--- src/verilog/sev_pkg.sv ---
package sev_pkg;

  // ---------------------------------------------------------------
  // widths
  // ---------------------------------------------------------------
  localparam int SEV_GRP_W = 16;
  localparam int SEV_STD_W = 8;

  // ---------------------------------------------------------------
  // standard event bit positions
  // ---------------------------------------------------------------
  localparam int SEV_STD_OPC = 0;
  localparam int SEV_STD_REQ_CTRL = 1;
  localparam int SEV_STD_QUERY_ERR = 2;
  localparam int SEV_STD_DEV_ERR = 3;
  localparam int SEV_STD_EXEC_ERR = 4;
  localparam int SEV_STD_CMD_ERR = 5;
  localparam int SEV_STD_USER_REQ = 6;
  localparam int SEV_STD_POWER_ON = 7;

  // ---------------------------------------------------------------
  // status byte bit positions
  // ---------------------------------------------------------------
  localparam int SEV_STB_QUES = 3;
  localparam int SEV_STB_MAV = 4;
  localparam int SEV_STB_STD = 5;
  localparam int SEV_STB_OPER = 7;

  // operation condition bit driven by calibration
  localparam int SEV_OPER_CALIBRATING = 0;

  // ---------------------------------------------------------------
  // reset values and masks
  // ---------------------------------------------------------------
  localparam logic [15:0] SEV_GRP_MASK = 16'h7fff;
  localparam logic [15:0] SEV_RISE_FILTER_RESET = 16'h7fff;
  localparam logic [15:0] SEV_FALL_FILTER_RESET = 16'h0000;
  localparam logic [15:0] SEV_ENABLE_RESET = 16'h0000;
  localparam logic [15:0] SEV_EVENT_RESET = 16'h0000;
  localparam logic [7:0] SEV_STD_RESET = 8'h00;
  localparam logic [7:0] SEV_STD_USED_MASK = 8'hbd;

  // ---------------------------------------------------------------
  // command set
  // ---------------------------------------------------------------
  typedef enum logic [4:0] {
    SEV_OP_NOP,
    SEV_OP_WR_OPER_RISE,
    SEV_OP_WR_OPER_FALL,
    SEV_OP_WR_OPER_EN,
    SEV_OP_WR_QUES_RISE,
    SEV_OP_WR_QUES_FALL,
    SEV_OP_WR_QUES_EN,
    SEV_OP_WR_STD_EN,
    SEV_OP_RD_OPER_EV,
    SEV_OP_RD_QUES_EV,
    SEV_OP_RD_STD_EV,
    SEV_OP_RD_OPER_COND,
    SEV_OP_RD_QUES_COND,
    SEV_OP_RD_STB,
    SEV_OP_PRESET,
    SEV_OP_CLS,
    SEV_OP_RST,
    SEV_OP_OPC
  } sev_op_t;

  typedef struct packed {
    logic valid;
    sev_op_t op;
    logic [15:0] data;
  } sev_cmd_t;

  typedef struct packed {
    logic valid;
    logic [15:0] data;
  } sev_rsp_t;

  // standard event sources, one-cycle pulses
  typedef struct packed {
    logic query_err;
    logic dev_err;
    logic exec_err;
    logic cmd_err;
  } sev_std_src_t;

  typedef struct packed {
    logic wr_rise;
    logic wr_fall;
    logic wr_en;
    logic rd_event;
  } sev_grp_ctl_t;

  typedef struct packed {
    sev_grp_ctl_t oper;
    sev_grp_ctl_t ques;
    logic wr_std_en;
    logic rd_std;
    logic rd_oper_cond;
    logic rd_ques_cond;
    logic rd_stb;
    logic preset;
    logic clear_all;
    logic opc;
  } sev_strobe_t;

endpackage : sev_pkg

--- src/verilog/sev_status_top.sv ---
`timescale 1ns/10ps
module sev_status_top
  import sev_pkg::*;
(
  // clock and reset
  input wire logic clock,
  input wire logic arst_n,
  // instrument command port
  input wire sev_cmd_t cmd,
  output sev_rsp_t rsp,
  // condition sources
  input wire logic calibrating,
  input wire logic [15:0] oper_cond,
  input wire logic [15:0] ques_cond,
  // standard event sources, message available
  input wire sev_std_src_t std_src,
  input wire logic ops_pending,
  input wire logic msg_available,
  // status byte
  output logic [7:0] status_byte
);

  // ---------------------------------------------------------------
  // declarations
  // ---------------------------------------------------------------
  sev_strobe_t strobe;
  logic [15:0] oper_cond_in;
  logic [15:0] oper_cond_q;
  logic [15:0] oper_event;
  logic [15:0] oper_enable;
  logic oper_summary_raw;
  logic [15:0] ques_cond_q;
  logic [15:0] ques_event;
  logic [15:0] ques_enable;
  logic ques_summary_raw;
  logic [7:0] std_event;
  logic [7:0] std_enable;
  logic [7:0] std_set;
  logic std_clear;
  logic opc_armed;
  logic opc_hit;
  logic power_seen;
  logic [7:0] next_status_byte;
  logic [15:0] next_rsp_data;

  // ---------------------------------------------------------------
  // command decode
  // ---------------------------------------------------------------
  sev_cmd_decode u_decode (
    .cmd(cmd),
    .strobe(strobe)
  );

  // ---------------------------------------------------------------
  // operation and questionable groups
  // ---------------------------------------------------------------
  // calibration owns bit 0 so a falling filter can flag completion
  always_comb begin
    oper_cond_in = oper_cond;
    oper_cond_in[SEV_OPER_CALIBRATING] = calibrating;
  end

  sev_status_group u_oper (
    .clock(clock),
    .arst_n(arst_n),
    .cond(oper_cond_in),
    .ctl(strobe.oper),
    .wdata(cmd.data),
    .clear_ev(strobe.clear_all),
    .preset(strobe.preset),
    .cond_q(oper_cond_q),
    .event_bits(oper_event),
    .enable_bits(oper_enable),
    .summary(oper_summary_raw)
  );

  sev_status_group u_ques (
    .clock(clock),
    .arst_n(arst_n),
    .cond(ques_cond),
    .ctl(strobe.ques),
    .wdata(cmd.data),
    .clear_ev(strobe.clear_all),
    .preset(strobe.preset),
    .cond_q(ques_cond_q),
    .event_bits(ques_event),
    .enable_bits(ques_enable),
    .summary(ques_summary_raw)
  );

  // ---------------------------------------------------------------
  // power-on and operation-complete tracking
  // ---------------------------------------------------------------
  // first clocked cycle after reset release counts as power applied
  always_ff @(posedge clock or negedge arst_n) begin
    if (!arst_n) begin
      power_seen <= 1'b0;
    end else begin
      power_seen <= 1'b1;
    end
  end

  // opc waits until nothing is pending; clear-status drops the wait
  assign opc_hit = opc_armed & ~ops_pending;

  always_ff @(posedge clock or negedge arst_n) begin
    if (!arst_n) begin
      opc_armed <= 1'b0;
    end else if (strobe.clear_all) begin
      opc_armed <= 1'b0;
    end else if (strobe.opc) begin
      opc_armed <= 1'b1;
    end else if (opc_hit) begin
      opc_armed <= 1'b0;
    end
  end

  // ---------------------------------------------------------------
  // standard event register
  // ---------------------------------------------------------------
  always_comb begin
    std_set = SEV_STD_RESET;
    std_set[SEV_STD_OPC] = opc_hit;
    std_set[SEV_STD_QUERY_ERR] = std_src.query_err;
    std_set[SEV_STD_DEV_ERR] = std_src.dev_err;
    std_set[SEV_STD_EXEC_ERR] = std_src.exec_err;
    std_set[SEV_STD_CMD_ERR] = std_src.cmd_err;
    std_set[SEV_STD_POWER_ON] = ~power_seen;
  end

  assign std_clear = strobe.rd_std | strobe.clear_all | strobe.preset;

  // set wins over a clear in the same cycle
  always_ff @(posedge clock or negedge arst_n) begin
    if (!arst_n) begin
      std_event <= SEV_STD_RESET;
    end else begin
      std_event <= ((std_clear ? SEV_STD_RESET : std_event) | std_set)
                   & SEV_STD_USED_MASK;
    end
  end

  always_ff @(posedge clock or negedge arst_n) begin
    if (!arst_n) begin
      std_enable <= SEV_STD_RESET;
    end else if (strobe.preset) begin
      std_enable <= SEV_STD_RESET;
    end else if (strobe.wr_std_en) begin
      std_enable <= cmd.data[7:0];
    end
  end

  // ---------------------------------------------------------------
  // status byte, one cycle behind any event or enable change
  // ---------------------------------------------------------------
  always_comb begin
    next_status_byte = 8'h00;
    next_status_byte[SEV_STB_QUES] = ques_summary_raw;
    next_status_byte[SEV_STB_MAV] = msg_available;
    next_status_byte[SEV_STB_STD] = |(std_event & std_enable);
    next_status_byte[SEV_STB_OPER] = oper_summary_raw;
  end

  always_ff @(posedge clock or negedge arst_n) begin
    if (!arst_n) begin
      status_byte <= 8'h00;
    end else begin
      status_byte <= next_status_byte;
    end
  end

  // ---------------------------------------------------------------
  // query answers; value returned is the one before the clear
  // ---------------------------------------------------------------
  always_comb begin
    next_rsp_data = 16'h0000;
    if (strobe.oper.rd_event) begin
      next_rsp_data = oper_event;
    end else if (strobe.ques.rd_event) begin
      next_rsp_data = ques_event;
    end else if (strobe.rd_std) begin
      next_rsp_data = {8'h00, std_event};
    end else if (strobe.rd_oper_cond) begin
      next_rsp_data = oper_cond_q;
    end else if (strobe.rd_ques_cond) begin
      next_rsp_data = ques_cond_q;
    end else if (strobe.rd_stb) begin
      next_rsp_data = {8'h00, status_byte};
    end
  end

  always_ff @(posedge clock or negedge arst_n) begin
    if (!arst_n) begin
      rsp <= '0;
    end else begin
      rsp.valid <= strobe.oper.rd_event | strobe.ques.rd_event
                   | strobe.rd_std | strobe.rd_oper_cond
                   | strobe.rd_ques_cond | strobe.rd_stb;
      rsp.data <= next_rsp_data;
    end
  end

  // ---------------------------------------------------------------
  // checks
  // ---------------------------------------------------------------
  property p_unused_zero;
    @(posedge clock) disable iff (!arst_n)
      !std_event[SEV_STD_REQ_CTRL] && !std_event[SEV_STD_USER_REQ];
  endproperty
  a_unused_zero: assert property (p_unused_zero)
    else $error("unused standard event bit is set");

  property p_power_on;
    @(posedge clock) disable iff (!arst_n)
      !power_seen |=> std_event[SEV_STD_POWER_ON] ##1 power_seen;
  endproperty
  a_power_on: assert property (p_power_on)
    else $error("power-on bit not set after reset");

  property p_opc_done;
    @(posedge clock) disable iff (!arst_n)
      (opc_armed && !ops_pending && !strobe.clear_all)
        |=> std_event[SEV_STD_OPC] && !opc_armed;
  endproperty
  a_opc_done: assert property (p_opc_done)
    else $error("operation complete not reported");

  property p_opc_waits;
    @(posedge clock) disable iff (!arst_n)
      (opc_armed && ops_pending) |=> opc_armed || $past(strobe.clear_all);
  endproperty
  a_opc_waits: assert property (p_opc_waits)
    else $error("operation complete dropped while work pending");

  property p_query_err;
    @(posedge clock) disable iff (!arst_n)
      std_src.query_err |=> std_event[SEV_STD_QUERY_ERR];
  endproperty
  a_query_err: assert property (p_query_err)
    else $error("query error not recorded");

  property p_cmd_err;
    @(posedge clock) disable iff (!arst_n)
      std_src.cmd_err |=> std_event[SEV_STD_CMD_ERR];
  endproperty
  a_cmd_err: assert property (p_cmd_err)
    else $error("command error not recorded");

  property p_std_summary;
    @(posedge clock) disable iff (!arst_n)
      1'b1 |=> status_byte[SEV_STB_STD]
               == $past(|(std_event & std_enable));
  endproperty
  a_std_summary: assert property (p_std_summary)
    else $error("standard event summary wrong");

  property p_oper_summary;
    @(posedge clock) disable iff (!arst_n)
      1'b1 |=> status_byte[SEV_STB_OPER]
               == $past(|(oper_event & oper_enable));
  endproperty
  a_oper_summary: assert property (p_oper_summary)
    else $error("operation summary wrong");

  property p_ques_summary;
    @(posedge clock) disable iff (!arst_n)
      1'b1 |=> status_byte[SEV_STB_QUES]
               == $past(|(ques_event & ques_enable));
  endproperty
  a_ques_summary: assert property (p_ques_summary)
    else $error("questionable summary wrong");

  property p_mav;
    @(posedge clock) disable iff (!arst_n)
      1'b1 |=> status_byte[SEV_STB_MAV] == $past(msg_available);
  endproperty
  a_mav: assert property (p_mav)
    else $error("message available bit wrong");

endmodule : sev_status_top

--- src/verilog/sev_cmd_decode.sv ---
`timescale 1ns/10ps
module sev_cmd_decode
  import sev_pkg::*;
(
  // command in
  input wire sev_cmd_t cmd,
  // decoded strobes
  output sev_strobe_t strobe
);

  // ---------------------------------------------------------------
  // one strobe per command, each filter register its own command
  // ---------------------------------------------------------------
  always_comb begin
    strobe = '0;
    if (cmd.valid) begin
      case (cmd.op)
        SEV_OP_WR_OPER_RISE: strobe.oper.wr_rise = 1'b1;
        SEV_OP_WR_OPER_FALL: strobe.oper.wr_fall = 1'b1;
        SEV_OP_WR_OPER_EN: strobe.oper.wr_en = 1'b1;
        SEV_OP_WR_QUES_RISE: strobe.ques.wr_rise = 1'b1;
        SEV_OP_WR_QUES_FALL: strobe.ques.wr_fall = 1'b1;
        SEV_OP_WR_QUES_EN: strobe.ques.wr_en = 1'b1;
        SEV_OP_WR_STD_EN: strobe.wr_std_en = 1'b1;
        SEV_OP_RD_OPER_EV: strobe.oper.rd_event = 1'b1;
        SEV_OP_RD_QUES_EV: strobe.ques.rd_event = 1'b1;
        SEV_OP_RD_STD_EV: strobe.rd_std = 1'b1;
        SEV_OP_RD_OPER_COND: strobe.rd_oper_cond = 1'b1;
        SEV_OP_RD_QUES_COND: strobe.rd_ques_cond = 1'b1;
        SEV_OP_RD_STB: strobe.rd_stb = 1'b1;
        SEV_OP_PRESET: strobe.preset = 1'b1;
        SEV_OP_CLS: strobe.clear_all = 1'b1;
        SEV_OP_RST: strobe.clear_all = 1'b1;
        SEV_OP_OPC: strobe.opc = 1'b1;
        default: strobe = '0;
      endcase
    end
  end

endmodule : sev_cmd_decode

--- src/verilog/sev_status_group.sv ---
`timescale 1ns/10ps
module sev_status_group
  import sev_pkg::*;
(
  // clock and reset
  input wire logic clock,
  input wire logic arst_n,
  // condition and control
  input wire logic [15:0] cond,
  input wire sev_grp_ctl_t ctl,
  input wire logic [15:0] wdata,
  input wire logic clear_ev,
  input wire logic preset,
  // state
  output logic [15:0] cond_q,
  output logic [15:0] event_bits,
  output logic [15:0] enable_bits,
  output logic summary
);

  logic [15:0] cond_d;
  logic [15:0] rising_edge_filter;
  logic [15:0] falling_edge_filter;
  logic [15:0] rise_hit;
  logic [15:0] fall_hit;
  logic clear;

  // ---------------------------------------------------------------
  // condition sampling, previous value kept for edge detection
  // ---------------------------------------------------------------
  always_ff @(posedge clock or negedge arst_n) begin
    if (!arst_n) begin
      cond_q <= '0;
      cond_d <= '0;
    end else begin
      cond_q <= cond & SEV_GRP_MASK;
      cond_d <= cond_q;
    end
  end

  // ---------------------------------------------------------------
  // transition filters, written separately
  // ---------------------------------------------------------------
  always_ff @(posedge clock or negedge arst_n) begin
    if (!arst_n) begin
      rising_edge_filter <= SEV_RISE_FILTER_RESET;
      falling_edge_filter <= SEV_FALL_FILTER_RESET;
    end else if (preset) begin
      rising_edge_filter <= SEV_RISE_FILTER_RESET;
      falling_edge_filter <= SEV_FALL_FILTER_RESET;
    end else begin
      if (ctl.wr_rise) rising_edge_filter <= wdata & SEV_GRP_MASK;
      if (ctl.wr_fall) falling_edge_filter <= wdata & SEV_GRP_MASK;
    end
  end

  // truth table: a rise needs its rising bit, a fall its falling bit
  assign rise_hit = cond_q & ~cond_d & rising_edge_filter;
  assign fall_hit = ~cond_q & cond_d & falling_edge_filter;
  assign clear = ctl.rd_event | clear_ev | preset;

  // ---------------------------------------------------------------
  // sticky events; a hit in the clearing cycle survives the clear
  // ---------------------------------------------------------------
  always_ff @(posedge clock or negedge arst_n) begin
    if (!arst_n) begin
      event_bits <= SEV_EVENT_RESET;
    end else begin
      event_bits <= (clear ? SEV_EVENT_RESET : event_bits)
                    | rise_hit | fall_hit;
    end
  end

  // ---------------------------------------------------------------
  // enable register, cleared by preset
  // ---------------------------------------------------------------
  always_ff @(posedge clock or negedge arst_n) begin
    if (!arst_n) begin
      enable_bits <= SEV_ENABLE_RESET;
    end else if (preset) begin
      enable_bits <= SEV_ENABLE_RESET;
    end else if (ctl.wr_en) begin
      enable_bits <= wdata & SEV_GRP_MASK;
    end
  end

  // left combinational so the status byte flop adds the only lag
  assign summary = |(event_bits & enable_bits);

  // ---------------------------------------------------------------
  // checks
  // ---------------------------------------------------------------
  property p_hit_sets_event;
    @(posedge clock) disable iff (!arst_n)
      |(rise_hit | fall_hit) |=>
        ((event_bits & $past(rise_hit | fall_hit))
         == $past(rise_hit | fall_hit));
  endproperty
  a_hit_sets_event: assert property (p_hit_sets_event)
    else $error("qualified transition did not set its event bit");

  property p_no_spurious_event;
    @(posedge clock) disable iff (!arst_n)
      1'b1 |=> ((event_bits & ~$past(event_bits)
                 & ~$past(rise_hit | fall_hit)) == 16'h0000);
  endproperty
  a_no_spurious_event: assert property (p_no_spurious_event)
    else $error("event bit set without a filtered transition");

  property p_clear_only_by_cmd;
    @(posedge clock) disable iff (!arst_n)
      !clear |=> ((~event_bits & $past(event_bits)) == 16'h0000);
  endproperty
  a_clear_only_by_cmd: assert property (p_clear_only_by_cmd)
    else $error("event bit cleared without a clearing command");

  property p_preset_defaults;
    @(posedge clock) disable iff (!arst_n)
      preset |=> (rising_edge_filter == SEV_RISE_FILTER_RESET)
                 && (falling_edge_filter == SEV_FALL_FILTER_RESET)
                 && (enable_bits == SEV_ENABLE_RESET);
  endproperty
  a_preset_defaults: assert property (p_preset_defaults)
    else $error("preset did not restore filter defaults");

endmodule : sev_status_group

--- config.mk ---
export PLATFORM = sky130hd
export DESIGN_NAME = sev_status_top
export DESIGN_NICKNAME = d
export VERILOG_FILES = /design/src/verilog/sev_pkg.sv /design/src/verilog/sev_status_top.sv /design/src/verilog/sev_cmd_decode.sv /design/src/verilog/sev_status_group.sv
export SDC_FILE = /design/constraint.sdc
export NUM_CORES = 1
export LEC_CHECK = 0
export ABC_AREA = 0
export BUFFER_PORTS_ARGS = -buffer_cell sky130_fd_sc_hd__buf_2
export CAP_MARGIN = 20
export CORE_UTILIZATION = 63
export DETAILED_ROUTE_END_ITERATION = 10
export GPL_ROUTABILITY_DRIVEN = 0
export PLACE_DENSITY = 0.84
export SYNTH_ARGS = -nofsm -noshare
export SYNTH_HDL_FRONTEND = slang
export SYNTH_SLANG_ARGS = --single-unit
export TNS_END_PERCENT = 5
--- constraint.sdc ---
create_clock -name clock -period 2.8 [get_ports clock]
set_input_delay 0.42 -clock clock [delete_from_list [all_inputs] [get_ports clock]]
set_output_delay 0.42 -clock clock [all_outputs]
set_load 0.005 [all_outputs]
==> impl_metrics.yaml <==
floorplanning:
  row_count: 42
  die_h_microns: 118
  initial_core_util_pct: 64.6
  core_area_sq_um: 13200
  die_area_sq_um: 14000
  fp.dieW_microns: 118
  io-pin-count: 88
sta:
  drv_slew: 0
  tightest_slew_ns: 0.835
  setup_ws_ns: 1.09
  fin_crit_sh_pct: 61.0
  whs_ns: 0.0192
  hold_viol_final: 0
  fin_tns_setup_ns: 0
  clock_skew_ns: 0.00864
  fmax_mhz: 586
  grt_setup_unrepaired: "false"
  timing.slew.headroom_pct: 44.2
  min_period_ns: 1.71
  setup_viol_count_final: 0
status:
  status: "finished, final reports clean"
setup_path:
  path_class: "in -> reg"
  crit_path_start_kind: "input port"
  reg2reg_slack_ns: 1.44
  rr_startpoint: "std_event[0]$_DFF_PN0_"
  cp.arrival_ns: 2.07
  cp-end-kind: "register"
  startpoint: "cmd[16]"
  endpoint: "u_ques.falling_edge_filter[1]$_DFFE_PN0P_"
  path_max_fanout: 17
  worstPathRequired_ns: 3.17
  worstReg2RegEnd: "rsp[0]$_DFF_PN0_"
  reg2reg_depth: 3
drt:
  wirelength_mm: 21.6
  ant_nets: 0
  drt_iter0_markers: 739
  vias: 6572
  drt_pass1_iterations: 6
  wl_per_cell_microns: 20.9
  viasPerCell: 6.34
  drc: 0
cts:
  cts.sinks: 214
  numCtsBuffers: 22
  cts_buffer_depth: 3
  htree_num_levels: 1
  insertion_delay_ns: 0.50
  path_clk_slew_ns: 0.06
  cts_tree: "built"
  cts-root-buf: "clkbuf_16"
  postCtsSetupRepairBufs: 0
placed_design:
  pre_cts_slack_ns: 0.563
  placed_cells_incl_taps: 995
  portBuffers: 78
  dp_hpwl_mm: 14.0
grt:
  grt_start_max_net_pins: 83
  grt_first_pass_wirelength_mm: 34.9
  grt-ovfl-total: 0
  antenna_found_initial: 0
  grt_pass1_vias: 6779
  groute.usage.overall_pct: 32.2
yosys:
  syn-cell-area_sq_um: 8520
  synth_cells: 761
  syn_avg_cell_area_sq_um: 11.2
  synth-seq-cells: 214
  synth_cell_types: 47
  yosysWarningCount: 0
  ys_seq_area_share_pct: 63.3
min_path:
  holdCritPathClass: "in -> reg"
power:
  max-vdd-ir-drop_uv: 517
  p_per_area_nw_per_um2: 773
  p_leak_uw: 0.00447
cells_and_area:
  diodes: 0
  drive_gt1_share_pct: 19.5
  area_delta_synth_final_pct: 15.3
  nets: 907
  stdcell_count: 1036
  fin_util_pct: 74.5
flow_run:
  maxCapViolCount: 0
-- critical path: stages --
cell and delay (ns):
buf_2 0.33, nor4bb_1 0.48, nand2_1 0.51, nand2_1 0.24, a21oi_1 0.09
-- area by class of cell --
class,count,area (sq um)
Timing Repair Buffer,95,554
Sequential cell,214,5390
Inverter,33,124
Clock inverter,9,75.1
Multi-Input combinational cell,478,2820
Clock buffer,31,636
Tap cell,176,220
Fill cell,880,3360
-- per-layer routing --
metal / up-vias / track usage, % / wire, microns
met1: 3282 / 44.5 / 8510
met4: 0 / 12.3 / 728
li1: 2862 / - / -
met2: 364 / 51.7 / 10400
met5: - / 0 / 0
met3: 64 / 5.36 / 1960
-- cells in the final DEF (no fill, tap or decap), types with 10 or more instances in the layout --
cell type and n:
o22a_1 30, nor2_1 25, dfrtp_1 184, a21o_1 19
a31oi_1 19, a21oi_1 40, buf_4 14, clkbuf_16 23
nand3b_1 17, mux2i_1 10, nand3_1 22, nand2b_1 21
a22oi_1 11, a222oi_1 11, o22ai_1 15, nand2_1 131
dfstp_2 30, o21ai_0 32, inv_1 33, buf_2 77
a22o_1 18
-- Yosys cell counts, drive strengths merged --
cell,n,area (sq um)
and2,2,12.5
a31oi,19,119
nand4b,1,15.0
nor4b,2,38.8
a22o,18,158
nor2b,3,18.8
conb,2,7.51
nor4bb,2,20.0
a22oi,11,82.6
nor3b,5,37.5
a222oi,11,110
nand3b,17,128
a21bo,2,20.0
a2111oi,1,8.76
nand2,131,492
and4bb,1,12.5
nor3,6,35.0
mux2i,10,100
nand3,22,110
o21ai,35,175
inv,33,124
nand4bb,2,22.5
a21o,19,143
dfrtp,184,4600
and3,5,31.3
a21oi,41,209
a32oi,1,8.76
xnor2,1,8.76
nand4,3,18.8
a221oi,6,52.6
o22ai,15,93.8
dfstp,30,788
nand2b,21,131
nor2,27,111
nor4,1,6.26
xor2,1,8.76
buf,24,133
clkbuf,16,60.1
o22a,30,263
-- state kept, by name, indices dropped and copies added (netlist names), 4 cells and up --
signal	flops
u_ques.cond_q	15
u_oper.cond_q	15
status_byte	4
u_ques.event_bits	15
rsp	16
u_oper.event_bits	15
u_ques.cond_d	15
std_enable	6
u_ques.rising_edge_filter	15
u_oper.cond_d	15
u_oper.falling_edge_filter	15
u_oper.rising_edge_filter	15
u_ques.enable_bits	15
u_ques.falling_edge_filter	15
u_oper.enable_bits	15
std_event	6
-- what timing repair did --
| item | 4_1_cts | 5_1_grt |
|---|---|---|
| gates resized for setup | 0 | 0 |
| hold buffers | 1 | 0 |
| endpoints found under the hold margin | 49 | 0 |
| setup endpoints to repair | 0 | 0 |
-- per-stage QoR --
stage          cell area (sq um)  power [uW]
2_1_floorplan               8530        4390
3_3_place_gp                9100        4690
3_5_place_dp                9100        4770
4_1_cts                     9830        7610
5_1_grt                     9830        7890
6_report                    9830        7590
-- cell families after synthesis --
family | Yosys count | synth area share, %
flip-flops | 214 | 63.3
other | 2 | 0.0882
buffers and inverters | 73 | 3.72
AND/OR/NAND/NOR | 251 | 14.6
AO/OA/AOI/OAI | 209 | 16.9
XOR/XNOR | 2 | 0.206
multiplexers | 10 | 1.18
-- worst min path at each step --
stage,start,endpoint,cells after the start,slack (ns)
finish,ques_cond[3],u_ques.cond_q[3]$_DFF_PN0_,1,0.02
global route,ques_cond[3],u_ques.cond_q[3]$_DFF_PN0_,1,0.01
CTS,ques_cond[3],u_ques.cond_q[3]$_DFF_PN0_,1,0.009
detailed placement,arst_n,u_oper.cond_q[1]$_DFF_PN0_,1,0.42
global placement,arst_n,u_oper.cond_q[1]$_DFF_PN0_,1,0.42
floorplan,arst_n,opc_armed$_DFFE_PN0P_,0,0.12
-- report_power, final --
group / total (uW) / switching, uW / internal (uW)
Combinational: 824 / 416 / 408
Sequential: 3930 / 324 / 3600
Clock: 2840 / 1170 / 1680
Total: 7590 / 1910 / 5680
No activity file was read; power rests on OpenSTA's default activity.
